==> src/logic/csl_pkg.sv <==
// Package: constants and types for the configuration sync and startup block
package csl_pkg;
	localparam int CSL_CLK_MHZ = 25;
	localparam int CSL_POR_US = 2000;
	localparam int CSL_INIT_DLY_US = 100;
	localparam int CSL_POR_CYC = CSL_POR_US * CSL_CLK_MHZ;
	localparam int CSL_INIT_CYC = CSL_INIT_DLY_US * CSL_CLK_MHZ;
	localparam int CSL_RST_MIN_NS = 200;
	localparam int CSL_RST_MIN_OLD_NS = 300;
	localparam logic [31:0] CSL_SYNC_WORD = 32'hAA995566;
	localparam logic [31:0] CSL_HDR_PASSTHRU = 32'h30010001;
	localparam logic [31:0] CSL_HDR_CMD = 32'h30008001;
	localparam logic [31:0] CSL_DUMMY_WORD = 32'hFFFFFFFF;
	localparam int CSL_PASS_LAT = 40;
	localparam logic [2:0] CSL_PH_COMPLETE = 3'h4;
	localparam logic [2:0] CSL_PH_TRISTATE = 3'h5;
	localparam logic [2:0] CSL_PH_SETRESET = 3'h6;
	localparam logic [2:0] CSL_PH_WRENABLE = 3'h6;
	localparam logic [2:0] CSL_PH_ON_COMPLETE = 3'h7;
	// AXI register byte offsets
	localparam logic [7:0] CSL_A_CTRL = 8'h00;
	localparam logic [7:0] CSL_A_PHASE = 8'h04;
	localparam logic [7:0] CSL_A_STATUS = 8'h08;
	localparam logic [7:0] CSL_A_CMD = 8'h0C;
	// Control field positions
	localparam int CSL_C_PIPE = 0;
	localparam int CSL_C_DRIVE = 1;
	localparam int CSL_C_WAIT = 2;
	localparam int CSL_C_SERIAL = 3;
	localparam int CSL_C_BYTE = 4;
	localparam int CSL_C_CLKSEL = 5;
	localparam logic [6:0] CSL_CTRL_RST = 7'h08;
	localparam logic [11:0] CSL_PHASE_RST = {CSL_PH_WRENABLE, CSL_PH_SETRESET,
		CSL_PH_TRISTATE, CSL_PH_COMPLETE};
	localparam logic [1:0] CSL_RESP_OK = 2'h0;
	localparam logic [1:0] CSL_RESP_ERR = 2'h2;
	typedef enum logic [1:0] {
		CSL_CLK_CFG, CSL_CLK_USER, CSL_CLK_SCAN
	} csl_clksel_t;
endpackage

==> src/logic/csl_axi_if.sv <==
// Interface: register fields passed between bus slave and core
`timescale 1ns/1ps
interface csl_axi_if;
	logic [6:0] ctrl;
	logic [11:0] phase;
	logic [31:0] status;
	logic [31:0] cmd;
	modport slave (output ctrl, output phase, input status, input cmd);
	modport core (input ctrl, input phase, output status, output cmd);
endinterface

==> src/logic/csl_axi_regs.sv <==
// AXI4-Lite register slave for the configuration front end
`timescale 1ns/1ps
module csl_axi_regs import csl_pkg::*; (
	input wire logic clk,
	input wire logic rst,
	input wire logic ce,
	input wire logic [7:0] awaddr,
	input wire logic awvalid,
	output logic awready,
	input wire logic [31:0] wdata,
	input wire logic [3:0] wstrb,
	input wire logic wvalid,
	output logic wready,
	output logic [1:0] bresp,
	output logic bvalid,
	input wire logic bready,
	input wire logic [7:0] araddr,
	input wire logic arvalid,
	output logic arready,
	output logic [31:0] rdata,
	output logic [1:0] rresp,
	output logic rvalid,
	input wire logic rready,
	csl_axi_if.slave rf
);
	typedef struct packed {
		logic aw_have;
		logic [7:0] aw_a;
		logic w_have;
		logic [31:0] w_d;
		logic [3:0] w_s;
		logic bv;
		logic [1:0] br;
		logic rv;
		logic [31:0] rd;
		logic [1:0] rr;
		logic [6:0] ctrl;
		logic [11:0] phase;
	} csl_regs_t;
	csl_regs_t s_r, s_nxt;

	always_comb begin
		s_nxt = s_r;
		if (awvalid && !s_r.aw_have) begin
			s_nxt.aw_have = 1'b1;
			s_nxt.aw_a = awaddr;
		end
		if (wvalid && !s_r.w_have) begin
			s_nxt.w_have = 1'b1;
			s_nxt.w_d = wdata;
			// Strobes travel with the data word, not with the later commit
			s_nxt.w_s = wstrb;
		end
		if (s_r.bv && bready)
			s_nxt.bv = 1'b0;
		// Write once both halves are held and no response is pending
		if (s_r.aw_have && s_r.w_have && !s_r.bv) begin
			s_nxt.aw_have = 1'b0;
			s_nxt.w_have = 1'b0;
			s_nxt.bv = 1'b1;
			s_nxt.br = CSL_RESP_OK;
			case (s_r.aw_a)
			CSL_A_CTRL: if (s_r.w_s[0]) s_nxt.ctrl = s_r.w_d[6:0];
			CSL_A_PHASE: begin
				if (s_r.w_s[0]) s_nxt.phase[7:0] = s_r.w_d[7:0];
				if (s_r.w_s[1]) s_nxt.phase[11:8] = s_r.w_d[11:8];
			end
			CSL_A_STATUS, CSL_A_CMD: ;
			default: s_nxt.br = CSL_RESP_ERR;
			endcase
		end
		if (s_r.rv && rready)
			s_nxt.rv = 1'b0;
		if (arvalid && !s_r.rv) begin
			s_nxt.rv = 1'b1;
			s_nxt.rr = CSL_RESP_OK;
			case (araddr)
			CSL_A_CTRL: s_nxt.rd = {25'h0, s_r.ctrl};
			CSL_A_PHASE: s_nxt.rd = {20'h00000, s_r.phase};
			CSL_A_STATUS: s_nxt.rd = rf.status;
			CSL_A_CMD: s_nxt.rd = rf.cmd;
			default: begin
				s_nxt.rd = 32'h00000000;
				s_nxt.rr = CSL_RESP_ERR;
			end
			endcase
		end
	end

	always_ff @(posedge clk) begin
		if (rst) begin
			s_r <= '0;
			s_r.ctrl <= CSL_CTRL_RST;
			s_r.phase <= CSL_PHASE_RST;
		end else if (ce) begin
			s_r <= s_nxt;
		end
	end

	assign awready = !s_r.aw_have;
	assign wready = !s_r.w_have;
	assign bvalid = s_r.bv;
	assign bresp = s_r.br;
	assign arready = !s_r.rv;
	assign rvalid = s_r.rv;
	assign rdata = s_r.rd;
	assign rresp = s_r.rr;
	assign rf.ctrl = s_r.ctrl;
	assign rf.phase = s_r.phase;
endmodule

==> src/logic/csl_core.sv <==
// Top: configuration sync detection, packet decode and startup sequencing
//
// How it works
// - After power-up wait 2 ms then 0.1 ms before raising ready.
// - Restart pin low resets the state machine; release restarts config.
// - Ready stays low while restart is held low.
// - Frame error drives ready low during the faulty frame.
// - Pipeline option adds one register on sensed completion input.
// - Completion pin is open drain; active-drive option drives it high.
// - Startup runs on config clock unless user or scan clock chosen.
// - Completion and three globals release on selectable startup phases.
// - Wait option stalls startup until sensed completion goes high.
// - Ignore all data until 32-bit sync word AA995566 arrives.
// - In byte mode the byte's MSB sits on data pin zero.
// - A slipped bit loads nothing more; ready high, completion low.
// - Before sync no packet decodes and serial output stays high.
// - Pass-through data reaches serial output 40 config clocks later.
// - Pass-through writes act only in serial modes.
// - Header 30010001 writes next word to pass-through register.
// - Header 30008001 writes next word to command register.
// - CRC error pulls ready low until a restart pulse.
// - Each serial output bit changes on config clock rising edge.
// - Serial output carries only pass-through register data.
`timescale 1ns/1ps
module csl_core import csl_pkg::*; #(
	parameter int POR_CYCLES = CSL_POR_CYC,
	parameter int PASS_LAT = CSL_PASS_LAT
) (
	input wire logic CLK_SYS,
	input wire logic RESET,
	input wire logic CE,
	input wire logic CFG_CLOCK,
	input wire logic RESTART_N,
	input wire logic SER_DIN,
	input wire logic [7:0] BYTE_DIN,
	input wire logic USER_CLOCK,
	input wire logic SCAN_CLOCK,
	input wire logic COMPLETE_IN,
	input wire logic FRAME_ERR,
	input wire logic CRC_ERR,
	output logic READY_O,
	output logic READY_OE_N,
	output logic COMPLETE_O,
	output logic COMPLETE_OE_N,
	output logic SER_DOUT,
	output logic GLOBAL_TRISTATE,
	output logic GLOBAL_SET_RESET,
	output logic GLOBAL_WRITE_ENABLE,
	input wire logic [7:0] S_AXI_AWADDR,
	input wire logic S_AXI_AWVALID,
	output logic S_AXI_AWREADY,
	input wire logic [31:0] S_AXI_WDATA,
	input wire logic [3:0] S_AXI_WSTRB,
	input wire logic S_AXI_WVALID,
	output logic S_AXI_WREADY,
	output logic [1:0] S_AXI_BRESP,
	output logic S_AXI_BVALID,
	input wire logic S_AXI_BREADY,
	input wire logic [7:0] S_AXI_ARADDR,
	input wire logic S_AXI_ARVALID,
	output logic S_AXI_ARREADY,
	output logic [31:0] S_AXI_RDATA,
	output logic [1:0] S_AXI_RRESP,
	output logic S_AXI_RVALID,
	input wire logic S_AXI_RREADY
);
	if (POR_CYCLES < 1 || POR_CYCLES > 16777216 || PASS_LAT < 2
			|| PASS_LAT > 64) begin : g_chk
		$error("csl_core: unsupported parameter value");
	end

	typedef enum logic [2:0] {
		CSL_POR, CSL_INITD, CSL_HUNT, CSL_HDR, CSL_DATA, CSL_STALL,
		CSL_START, CSL_ERR
	} csl_state_t;

	typedef struct packed {
		logic [1:0] cfg_clock_s;
		logic [1:0] rst_s;
		logic [1:0] sdi_s;
		logic [15:0] bdi_s;
		logic [1:0] uclk_s;
		logic [1:0] jclk_s;
		logic [1:0] cmp_s;
		logic [1:0] fe_s;
		logic [1:0] crc_s;
		logic cfg_clock_d;
		logic uclk_d;
		logic jclk_d;
		logic cmp_p;
		csl_state_t st;
		logic [23:0] cnt;
		logic [31:0] sh;
		logic [4:0] bitc;
		logic is_pass;
		logic [31:0] cmd;
		logic [63:0] pipe;
		logic [31:0] pass_w;
		logic [5:0] pass_left;
		logic [2:0] sphase;
		logic rdy;
		logic cmp;
		logic global_tristate;
		logic global_set_reset;
		logic global_write_enable;
		logic dout;
	} csl_state_r_t;
	csl_state_r_t s_r, s_nxt;

	csl_axi_if rf ();

	csl_axi_regs u_regs (
		.clk(CLK_SYS), .rst(RESET), .ce(CE),
		.awaddr(S_AXI_AWADDR), .awvalid(S_AXI_AWVALID),
		.awready(S_AXI_AWREADY), .wdata(S_AXI_WDATA),
		.wstrb(S_AXI_WSTRB), .wvalid(S_AXI_WVALID),
		.wready(S_AXI_WREADY), .bresp(S_AXI_BRESP),
		.bvalid(S_AXI_BVALID), .bready(S_AXI_BREADY),
		.araddr(S_AXI_ARADDR), .arvalid(S_AXI_ARVALID),
		.arready(S_AXI_ARREADY), .rdata(S_AXI_RDATA),
		.rresp(S_AXI_RRESP), .rvalid(S_AXI_RVALID),
		.rready(S_AXI_RREADY), .rf(rf)
	);

	// Phase reached or tied to completion going high
	function automatic logic phase_hit(input logic [2:0] sel,
			input logic [2:0] ph, input logic cmp_done);
		phase_hit = (sel == CSL_PH_ON_COMPLETE) ? cmp_done : (ph >= sel);
	endfunction

	////////////////////////////////////////////////////////////////////////
	logic cfg_edge, su_edge, cmp_sense, byte_mode, wrd_done;
	logic [31:0] sh_next;
	logic [7:0] byte_sw;

	always_comb begin
		cfg_edge = s_r.cfg_clock_s[1] && !s_r.cfg_clock_d;
		// Startup clock source selectable
		case (csl_clksel_t'(rf.ctrl[CSL_C_CLKSEL +: 2]))
		CSL_CLK_USER: su_edge = s_r.uclk_s[1] && !s_r.uclk_d;
		CSL_CLK_SCAN: su_edge = s_r.jclk_s[1] && !s_r.jclk_d;
		default: su_edge = cfg_edge;
		endcase
		// Optional extra stage for slow completion pin
		cmp_sense = rf.ctrl[CSL_C_PIPE] ? s_r.cmp_p : s_r.cmp_s[1];
		byte_mode = rf.ctrl[CSL_C_BYTE] && !rf.ctrl[CSL_C_SERIAL];
		// Pin zero carries the byte's MSB
		for (int i = 0; i < 8; i++)
			byte_sw[7 - i] = s_r.bdi_s[8 + i];
		sh_next = byte_mode ? {s_r.sh[23:0], byte_sw}
			: {s_r.sh[30:0], s_r.sdi_s[1]};
		wrd_done = byte_mode ? (s_r.bitc == 5'h03) : (s_r.bitc == 5'h1F);
	end

	always_comb begin
		s_nxt = s_r;
		s_nxt.cfg_clock_s = {s_r.cfg_clock_s[0], CFG_CLOCK};
		s_nxt.rst_s = {s_r.rst_s[0], RESTART_N};
		s_nxt.sdi_s = {s_r.sdi_s[0], SER_DIN};
		s_nxt.bdi_s = {s_r.bdi_s[7:0], BYTE_DIN};
		s_nxt.uclk_s = {s_r.uclk_s[0], USER_CLOCK};
		s_nxt.jclk_s = {s_r.jclk_s[0], SCAN_CLOCK};
		s_nxt.cmp_s = {s_r.cmp_s[0], COMPLETE_IN};
		s_nxt.fe_s = {s_r.fe_s[0], FRAME_ERR};
		s_nxt.crc_s = {s_r.crc_s[0], CRC_ERR};
		s_nxt.cfg_clock_d = s_r.cfg_clock_s[1];
		s_nxt.uclk_d = s_r.uclk_s[1];
		s_nxt.jclk_d = s_r.jclk_s[1];
		if (cfg_edge)
			s_nxt.cmp_p = s_r.cmp_s[1];

		// Output shifter, one bit per config clock rising edge
		if (cfg_edge) begin
			s_nxt.pipe = {s_r.pipe[62:0], 1'b1};
			s_nxt.dout = s_r.pipe[PASS_LAT - 2];
			if (s_r.pass_left != 6'h00) begin
				// Only pass-through words feed the output
				s_nxt.pipe[0] = s_r.pass_w[31];
				s_nxt.pass_w = {s_r.pass_w[30:0], 1'b0};
				s_nxt.pass_left = s_r.pass_left - 6'h01;
			end
		end

		case (s_r.st)
		CSL_POR: begin
			s_nxt.cnt = s_r.cnt + 24'h000001;
			if (s_r.cnt == 24'(POR_CYCLES - 1)) begin
				s_nxt.st = CSL_INITD;
				s_nxt.cnt = '0;
			end
		end
		CSL_INITD: begin
			s_nxt.cnt = s_r.cnt + 24'h000001;
			if (s_r.cnt == 24'(CSL_INIT_CYC - 1)) begin
				s_nxt.st = CSL_HUNT;
				s_nxt.rdy = 1'b1;
			end
		end
		CSL_HUNT: if (cfg_edge) begin
			s_nxt.sh = sh_next;
			// Sliding compare aligns the word boundary
			if (sh_next == CSL_SYNC_WORD) begin
				s_nxt.st = CSL_HDR;
				s_nxt.bitc = '0;
			end
		end
		CSL_HDR, CSL_DATA: if (cfg_edge) begin
			s_nxt.sh = sh_next;
			s_nxt.bitc = s_r.bitc + 5'h01;
			if (wrd_done) begin
				s_nxt.bitc = '0;
				if (s_r.st == CSL_HDR) begin
					// Unknown headers are skipped; a slipped bit lands here
					// forever, so nothing loads and ready stays high
					if (sh_next == CSL_HDR_PASSTHRU) begin
						s_nxt.st = CSL_DATA;
						s_nxt.is_pass = 1'b1;
					end else if (sh_next == CSL_HDR_CMD) begin
						s_nxt.st = CSL_DATA;
						s_nxt.is_pass = 1'b0;
					end
				end else begin
					s_nxt.st = CSL_HDR;
					if (!s_r.is_pass)
						s_nxt.cmd = sh_next;
					else if (rf.ctrl[CSL_C_SERIAL]) begin
						s_nxt.pass_w = sh_next;
						s_nxt.pass_left = 6'h20;
					end
					if (!s_r.is_pass && sh_next != 32'h00000000)
						s_nxt.st = CSL_STALL;
				end
			end
		end
		CSL_STALL: begin
			s_nxt.sphase = '0;
			s_nxt.st = CSL_START;
		end
		CSL_START: if (su_edge) begin
			// Hold the sequence before I/O wakes until completion seen
			if (!(rf.ctrl[CSL_C_WAIT] && s_r.sphase >= 3'h4 && !cmp_sense)
					&& s_r.sphase != 3'h6)
				s_nxt.sphase = s_r.sphase + 3'h1;
			if (phase_hit(rf.phase[2:0], s_r.sphase, cmp_sense))
				s_nxt.cmp = 1'b1;
			if (phase_hit(rf.phase[5:3], s_r.sphase, cmp_sense))
				s_nxt.global_tristate = 1'b0;
			if (phase_hit(rf.phase[8:6], s_r.sphase, cmp_sense))
				s_nxt.global_set_reset = 1'b0;
			if (phase_hit(rf.phase[11:9], s_r.sphase, cmp_sense))
				s_nxt.global_write_enable = 1'b1;
		end
		CSL_ERR: s_nxt.rdy = 1'b0;
		default: s_nxt.st = CSL_POR;
		endcase

		// Frame error pulls ready low only for the affected frame
		if (s_r.st == CSL_HDR || s_r.st == CSL_DATA)
			s_nxt.rdy = !s_r.fe_s[1];
		// CRC error latches until restart
		if (s_r.crc_s[1] && s_r.st != CSL_POR && s_r.st != CSL_INITD) begin
			s_nxt.st = CSL_ERR;
			s_nxt.rdy = 1'b0;
		end

		// Restart low: back to unsynchronised, ready held low
		if (!s_r.rst_s[1] && s_r.st != CSL_POR) begin
			s_nxt.st = CSL_INITD;
			s_nxt.cnt = '0;
			s_nxt.rdy = 1'b0;
			s_nxt.bitc = '0;
			s_nxt.sh = '0;
			s_nxt.pass_left = '0;
			s_nxt.pipe = '1;
			s_nxt.dout = 1'b1;
			s_nxt.cmp = 1'b0;
			s_nxt.global_tristate = 1'b1;
			s_nxt.global_set_reset = 1'b1;
			s_nxt.global_write_enable = 1'b0;
		end else if (!s_r.rst_s[1])
			s_nxt.cnt = '0;
	end

	always_ff @(posedge CLK_SYS) begin
		if (RESET) begin
			s_r <= '0;
			s_r.st <= CSL_POR;
			s_r.rst_s <= 2'h3;
			s_r.pipe <= '1;
			s_r.dout <= 1'b1;
			s_r.global_tristate <= 1'b1;
			s_r.global_set_reset <= 1'b1;
		end else if (CE) begin
			s_r <= s_nxt;
		end
	end

	////////////////////////////////////////////////////////////////////////
	assign rf.status = {24'h000000, 2'h0, s_r.cmp_s[1], s_r.rdy, 1'b0,
		s_r.st};
	assign rf.cmd = s_r.cmd;

	always_comb begin
		READY_O = 1'b0;
		READY_OE_N = s_r.rdy;
		SER_DOUT = s_r.dout;
		GLOBAL_TRISTATE = s_r.global_tristate;
		GLOBAL_SET_RESET = s_r.global_set_reset;
		GLOBAL_WRITE_ENABLE = s_r.global_write_enable;
		// Open drain unless active drive is chosen
		COMPLETE_O = s_r.cmp && rf.ctrl[CSL_C_DRIVE];
		COMPLETE_OE_N = s_r.cmp && !rf.ctrl[CSL_C_DRIVE];
	end

	a_ready_low_restart: assert property (@(posedge CLK_SYS)
		disable iff (RESET) CE && !s_r.rst_s[1] |=> !s_r.rdy)
		else $error("ready high during restart");
	a_no_out_unsync: assert property (@(posedge CLK_SYS)
		disable iff (RESET) s_r.st == CSL_HUNT && s_r.pass_left == 0
		&& $past(s_r.st) == CSL_HUNT |-> s_r.dout)
		else $error("serial out low before sync");
	a_crc_latch: assert property (@(posedge CLK_SYS)
		disable iff (RESET) s_r.st == CSL_ERR && s_r.rst_s[1] && CE
		|=> s_r.st == CSL_ERR && !s_r.rdy)
		else $error("crc error state left");
	a_sync_hdr: assert property (@(posedge CLK_SYS)
		disable iff (RESET) CE && s_r.st == CSL_HUNT && cfg_edge
		&& sh_next == CSL_SYNC_WORD && s_r.rst_s[1] && !s_r.crc_s[1]
		|=> s_r.st == CSL_HDR && s_r.bitc == 0)
		else $error("sync word not taken");
	a_pass_serial: assert property (@(posedge CLK_SYS)
		disable iff (RESET) CE && $rose(s_r.pass_left != 0)
		|-> rf.ctrl[CSL_C_SERIAL])
		else $error("pass write outside serial");
	a_cmp_pipe: assert property (@(posedge CLK_SYS)
		disable iff (RESET) CE && cfg_edge
		|=> s_r.cmp_p == $past(s_r.cmp_s[1]))
		else $error("completion pipe stage skipped");
	a_drive_mode: assert property (@(posedge CLK_SYS)
		disable iff (RESET) !s_r.cmp |-> !COMPLETE_O && !COMPLETE_OE_N)
		else $error("completion released early");
	a_por_ready: assert property (@(posedge CLK_SYS)
		disable iff (RESET) s_r.st == CSL_POR |-> !s_r.rdy)
		else $error("ready during power-on");
endmodule

==> config.mk <==
export PLATFORM = sky130hd
export DESIGN_NAME = csl_core
export DESIGN_NICKNAME = d
export VERILOG_FILES = /design/src/logic/csl_pkg.sv /design/src/logic/csl_axi_if.sv /design/src/logic/csl_axi_regs.sv /design/src/logic/csl_core.sv
export SDC_FILE = /design/constraint.sdc
export NUM_CORES = 1
export LEC_CHECK = 0
export BUFFER_PORTS_ARGS = -buffer_cell sky130_fd_sc_hd__buf_4
export CORE_UTILIZATION = 35
export DETAILED_ROUTE_END_ITERATION = 8
export GPL_TIMING_DRIVEN = 1
export PLACE_DENSITY_LB_ADDON = 0.25
export SETUP_SLACK_MARGIN = 0.5
export SLEW_MARGIN = 20
export SYNTH_ARGS = -nofsm -noshare
export SYNTH_HDL_FRONTEND = slang
export SYNTH_HIERARCHICAL = 1
export SYNTH_SLANG_ARGS = --single-unit
==> constraint.sdc <==
create_clock -name CLK_SYS -period 2.9 [get_ports CLK_SYS]
set_input_delay 0.435 -clock CLK_SYS [delete_from_list [all_inputs] [get_ports CLK_SYS]]
set_output_delay 0.435 -clock CLK_SYS [all_outputs]
set_load 0.02 [all_outputs]
==> metrics <==
area leader, netlist=dfxtp_1; Die ar.=0.0402 mm^2; Setup Viol. Count Final=0; CP Depth=6; R2R Setup Slk=570 ps; critical path cell sequence=nand2_1 -> or4_1 -> or3_4 -> a2111oi_4 -> nand3_2 -> mux2_4; syn_area_per_cell=8.97 um^2; first drt pass iteration count=5; Tcrit/Tclk final=80.5%; CTS tree=done; slowest CP cell=or4_1; 1st-iter DRT viols=950; CTS clk-pin slew, worst paths=60 ps; R2R depth=6; largest net degree at the start of global routing=149; Clock Skews=17.1 ps; CP startpoint kind=register; total core area=0.0387 mm^2; Die Y=200 um; total global-route track usage=16.8%; post-synth top area share=43.1%; number of synthesized register bits=297; number of enable flip-flop cells after synthesis=0; path type of the worst min-delay path=in -> reg; Post-Route Utilization=41.7%; Pwr Density=551 mW/mm^2; share of layout cells above drive strength 1=16.1%; Least-Margin Pin Slew=728 ps; worst hold path startpoint=RESTART_N; CTS sink cnt=297; Placement Rows=72; YS warnings=6; Net Sw Power=2.06 mW; first-pass GRT wire length=56100 um; most common cell after layout, fill and taps aside=dfxtp_1; Int Pwr=6.83 mW; Initial Utilization=35.6%; worst hold endpoint=s_nxt[241]; WP buf/inv=0; Async S/R FF share, synth=0%; total CTS buffers=35; Comb pwr share=4.9%; synthesized cell area=0.0138 mm^2; Max Slew Vio Count=0; Vias=11200; Max-cap violations=0; Layout area overhead=17.2%; GP Congestion=0.890; CP top delay family=simple AND/OR/NAND/NOR gates; initial antenna violation count=0; DRT Wirelength=35000 um; Peak Freq=0.429 GHz; H-Tree Depth=2; hold buffers post-CTS=0; DRC=0; switching part of the total=23.2%; Reg2Reg Launch Point=s_r[190]; CP arrival=2740 ps; LEAKAGE=6.25 nW; status=complete, no violations; post-DP HPWL=23500 um; clk buf depth=3; top post-synthesis cells by area=dfxtp_1, mux2i_1, nor2_1; clock power share=47.9%; final hold vios=0; GRT Residual Overflow=0; FF-to-FF End=rf.status[0]; via/cell ratio=5.26; Crit. End Element=register; Ports=125; Slew headroom=51.5%; Die W=200 um; routed len/inst=16.5 um; Synth Instances=1537; crit path max fanout=6; maximum vdd ir drop=282 uV; sequential share of the synthesized area=43.1%; CTS Root Cell=clkbuf_16; later-pin clock latency in the skew report=530 ps; RSZ-0062 raised after global routing=false; Req. time, crit path=3310 ps; post-route ant nets=0; port buffer count=99; most frequent cells in the layout=dfxtp_1, nor2_1, buf_4, mux2i_1, nand2_1; share of total power in sequential cells=47.1%; TNS Setup=0 ps; Max stage delay on crit path=480 ps; vias in the first global route=10300; WHS Path Cells=2; nets@finish=1676; Main synth FF type=dfxtp_1; WS Path Type=reg -> reg; Distinct cells, synth=72; # diodes=0; minimum clock period=2330 ps
==> registers in the layout (all words and copies together), names as in the netlist <==
register,count
u_regs/rf.phase,12
rf.cmd,32
u_regs/rf.ctrl,7
u_regs/s_r,24
u_regs/rvalid,1
rf.status,4
SER_DOUT,1
GLOBAL_SET_RESET,1
u_regs/rresp,1
s_nxt,19
byte_sw,8
u_regs/bvalid,1
GLOBAL_TRISTATE,1
u_regs/bresp,1
u_regs/rdata,32
s_r,150
GLOBAL_WRITE_ENABLE,1
READY_OE_N,1
==> routing by layer <==
metal / track usage (%) / vias up / wire (um)
li1: - / 5527 / -
met1: 25.5 / 5289 / 18000
met2: 23.8 / 298 / 14300
met3: 3.00 / 59 / 1920
met4: 5.21 / 0 / 764
met5: 0 / - / 0
==> how the worst max path moves through the flow <==
stage,from,end,slack [ps]
floorplan,u_regs/rf.ctrl[3],rf.status[0],670
global placement,u_regs/rf.ctrl[4],rf.status[0],340
detailed placement,u_regs/rf.ctrl[4],rf.status[0],350
CTS,s_r[161],rf.status[0],500
global route,u_regs/rf.ctrl[4],rf.status[0],480
finish,s_r[190],rf.status[0],570
==> power by group through the flow <==
stage	clock network (mW)	logic [mW]	registers, mW
after global routing	4.55	0.482	4.20
after floorplan	0	0.308	4.26
final	4.26	0.438	4.19
after detailed placement	0	0.437	4.28
after global placement	0	0.433	4.28
after CTS	4.38	0.440	4.19
==> cells in the mapped netlist, types with 10 or more instances <==
| cell type | number |
|---|---|
| o2bb2ai_1 | 25 |
| dfxtp_1 | 297 |
| buf_4 | 58 |
| ha_1 | 19 |
| nor4_1 | 10 |
| nand2_1 | 96 |
| nand3_1 | 30 |
| xor2_1 | 12 |
| nand2b_1 | 30 |
| nand4_1 | 16 |
| o21ai_0 | 22 |
| inv_1 | 23 |
| buf_2 | 18 |
| nor3_1 | 52 |
| a21oi_1 | 88 |
| mux2i_1 | 122 |
| nor2b_1 | 13 |
| o31ai_1 | 33 |
| a221o_1 | 40 |
| nor2_1 | 231 |
| a211oi_1 | 66 |
| clkbuf_1 | 85 |
==> cells by family after synthesis <==
| family | Yosys count | share of synthesized area (%) |
|---|---|---|
| simple gates | 542 | 18.9 |
| compound gates | 329 | 17.3 |
| flops | 297 | 43.1 |
| buf+inv | 192 | 6.97 |
| mux | 138 | 10.8 |
| fa+ha+maj | 19 | 1.73 |
| xor+xnor | 18 | 1.14 |
| other cells | 2 | 0.0545 |
==> cell type report <==
class / count / area [um^2]
well taps: 518 / 648
inverters: 23 / 86.3
multi-input cells: 1076 / 7130
clock inverters: 11 / 83.8
fillers: 3880 / 22600
clock buffers: 52 / 1040
flip-flops and latches: 297 / 5950
repair buffers: 148 / 1200
==> metrics by stage <==
step | area, um^2 | worst slack (ps) | total power, mW | std cells | hold WS (ps)
finish | 16100 | 567 | 8.90 | 2125 | 131
detailed placement | 14800 | 347 | 4.72 | 2051 | 446
global placement | 14800 | 344 | 4.71 | 2051 | 442
CTS | 16000 | 496 | 9.02 | 2114 | 112
global route | 16100 | 476 | 9.23 | 2125 | 126
floorplan | 13900 | 665 | 4.57 | 1565 | 431
==> what timing repair did <==
item	4_1_cts	5_1_grt
pin swaps	2	4
resized for setup	10	18
buffers inserted	0	10
cloned	0	1
setup endpoints to repair	44	67
Note: power is estimated with default switching activity, not from simulation.
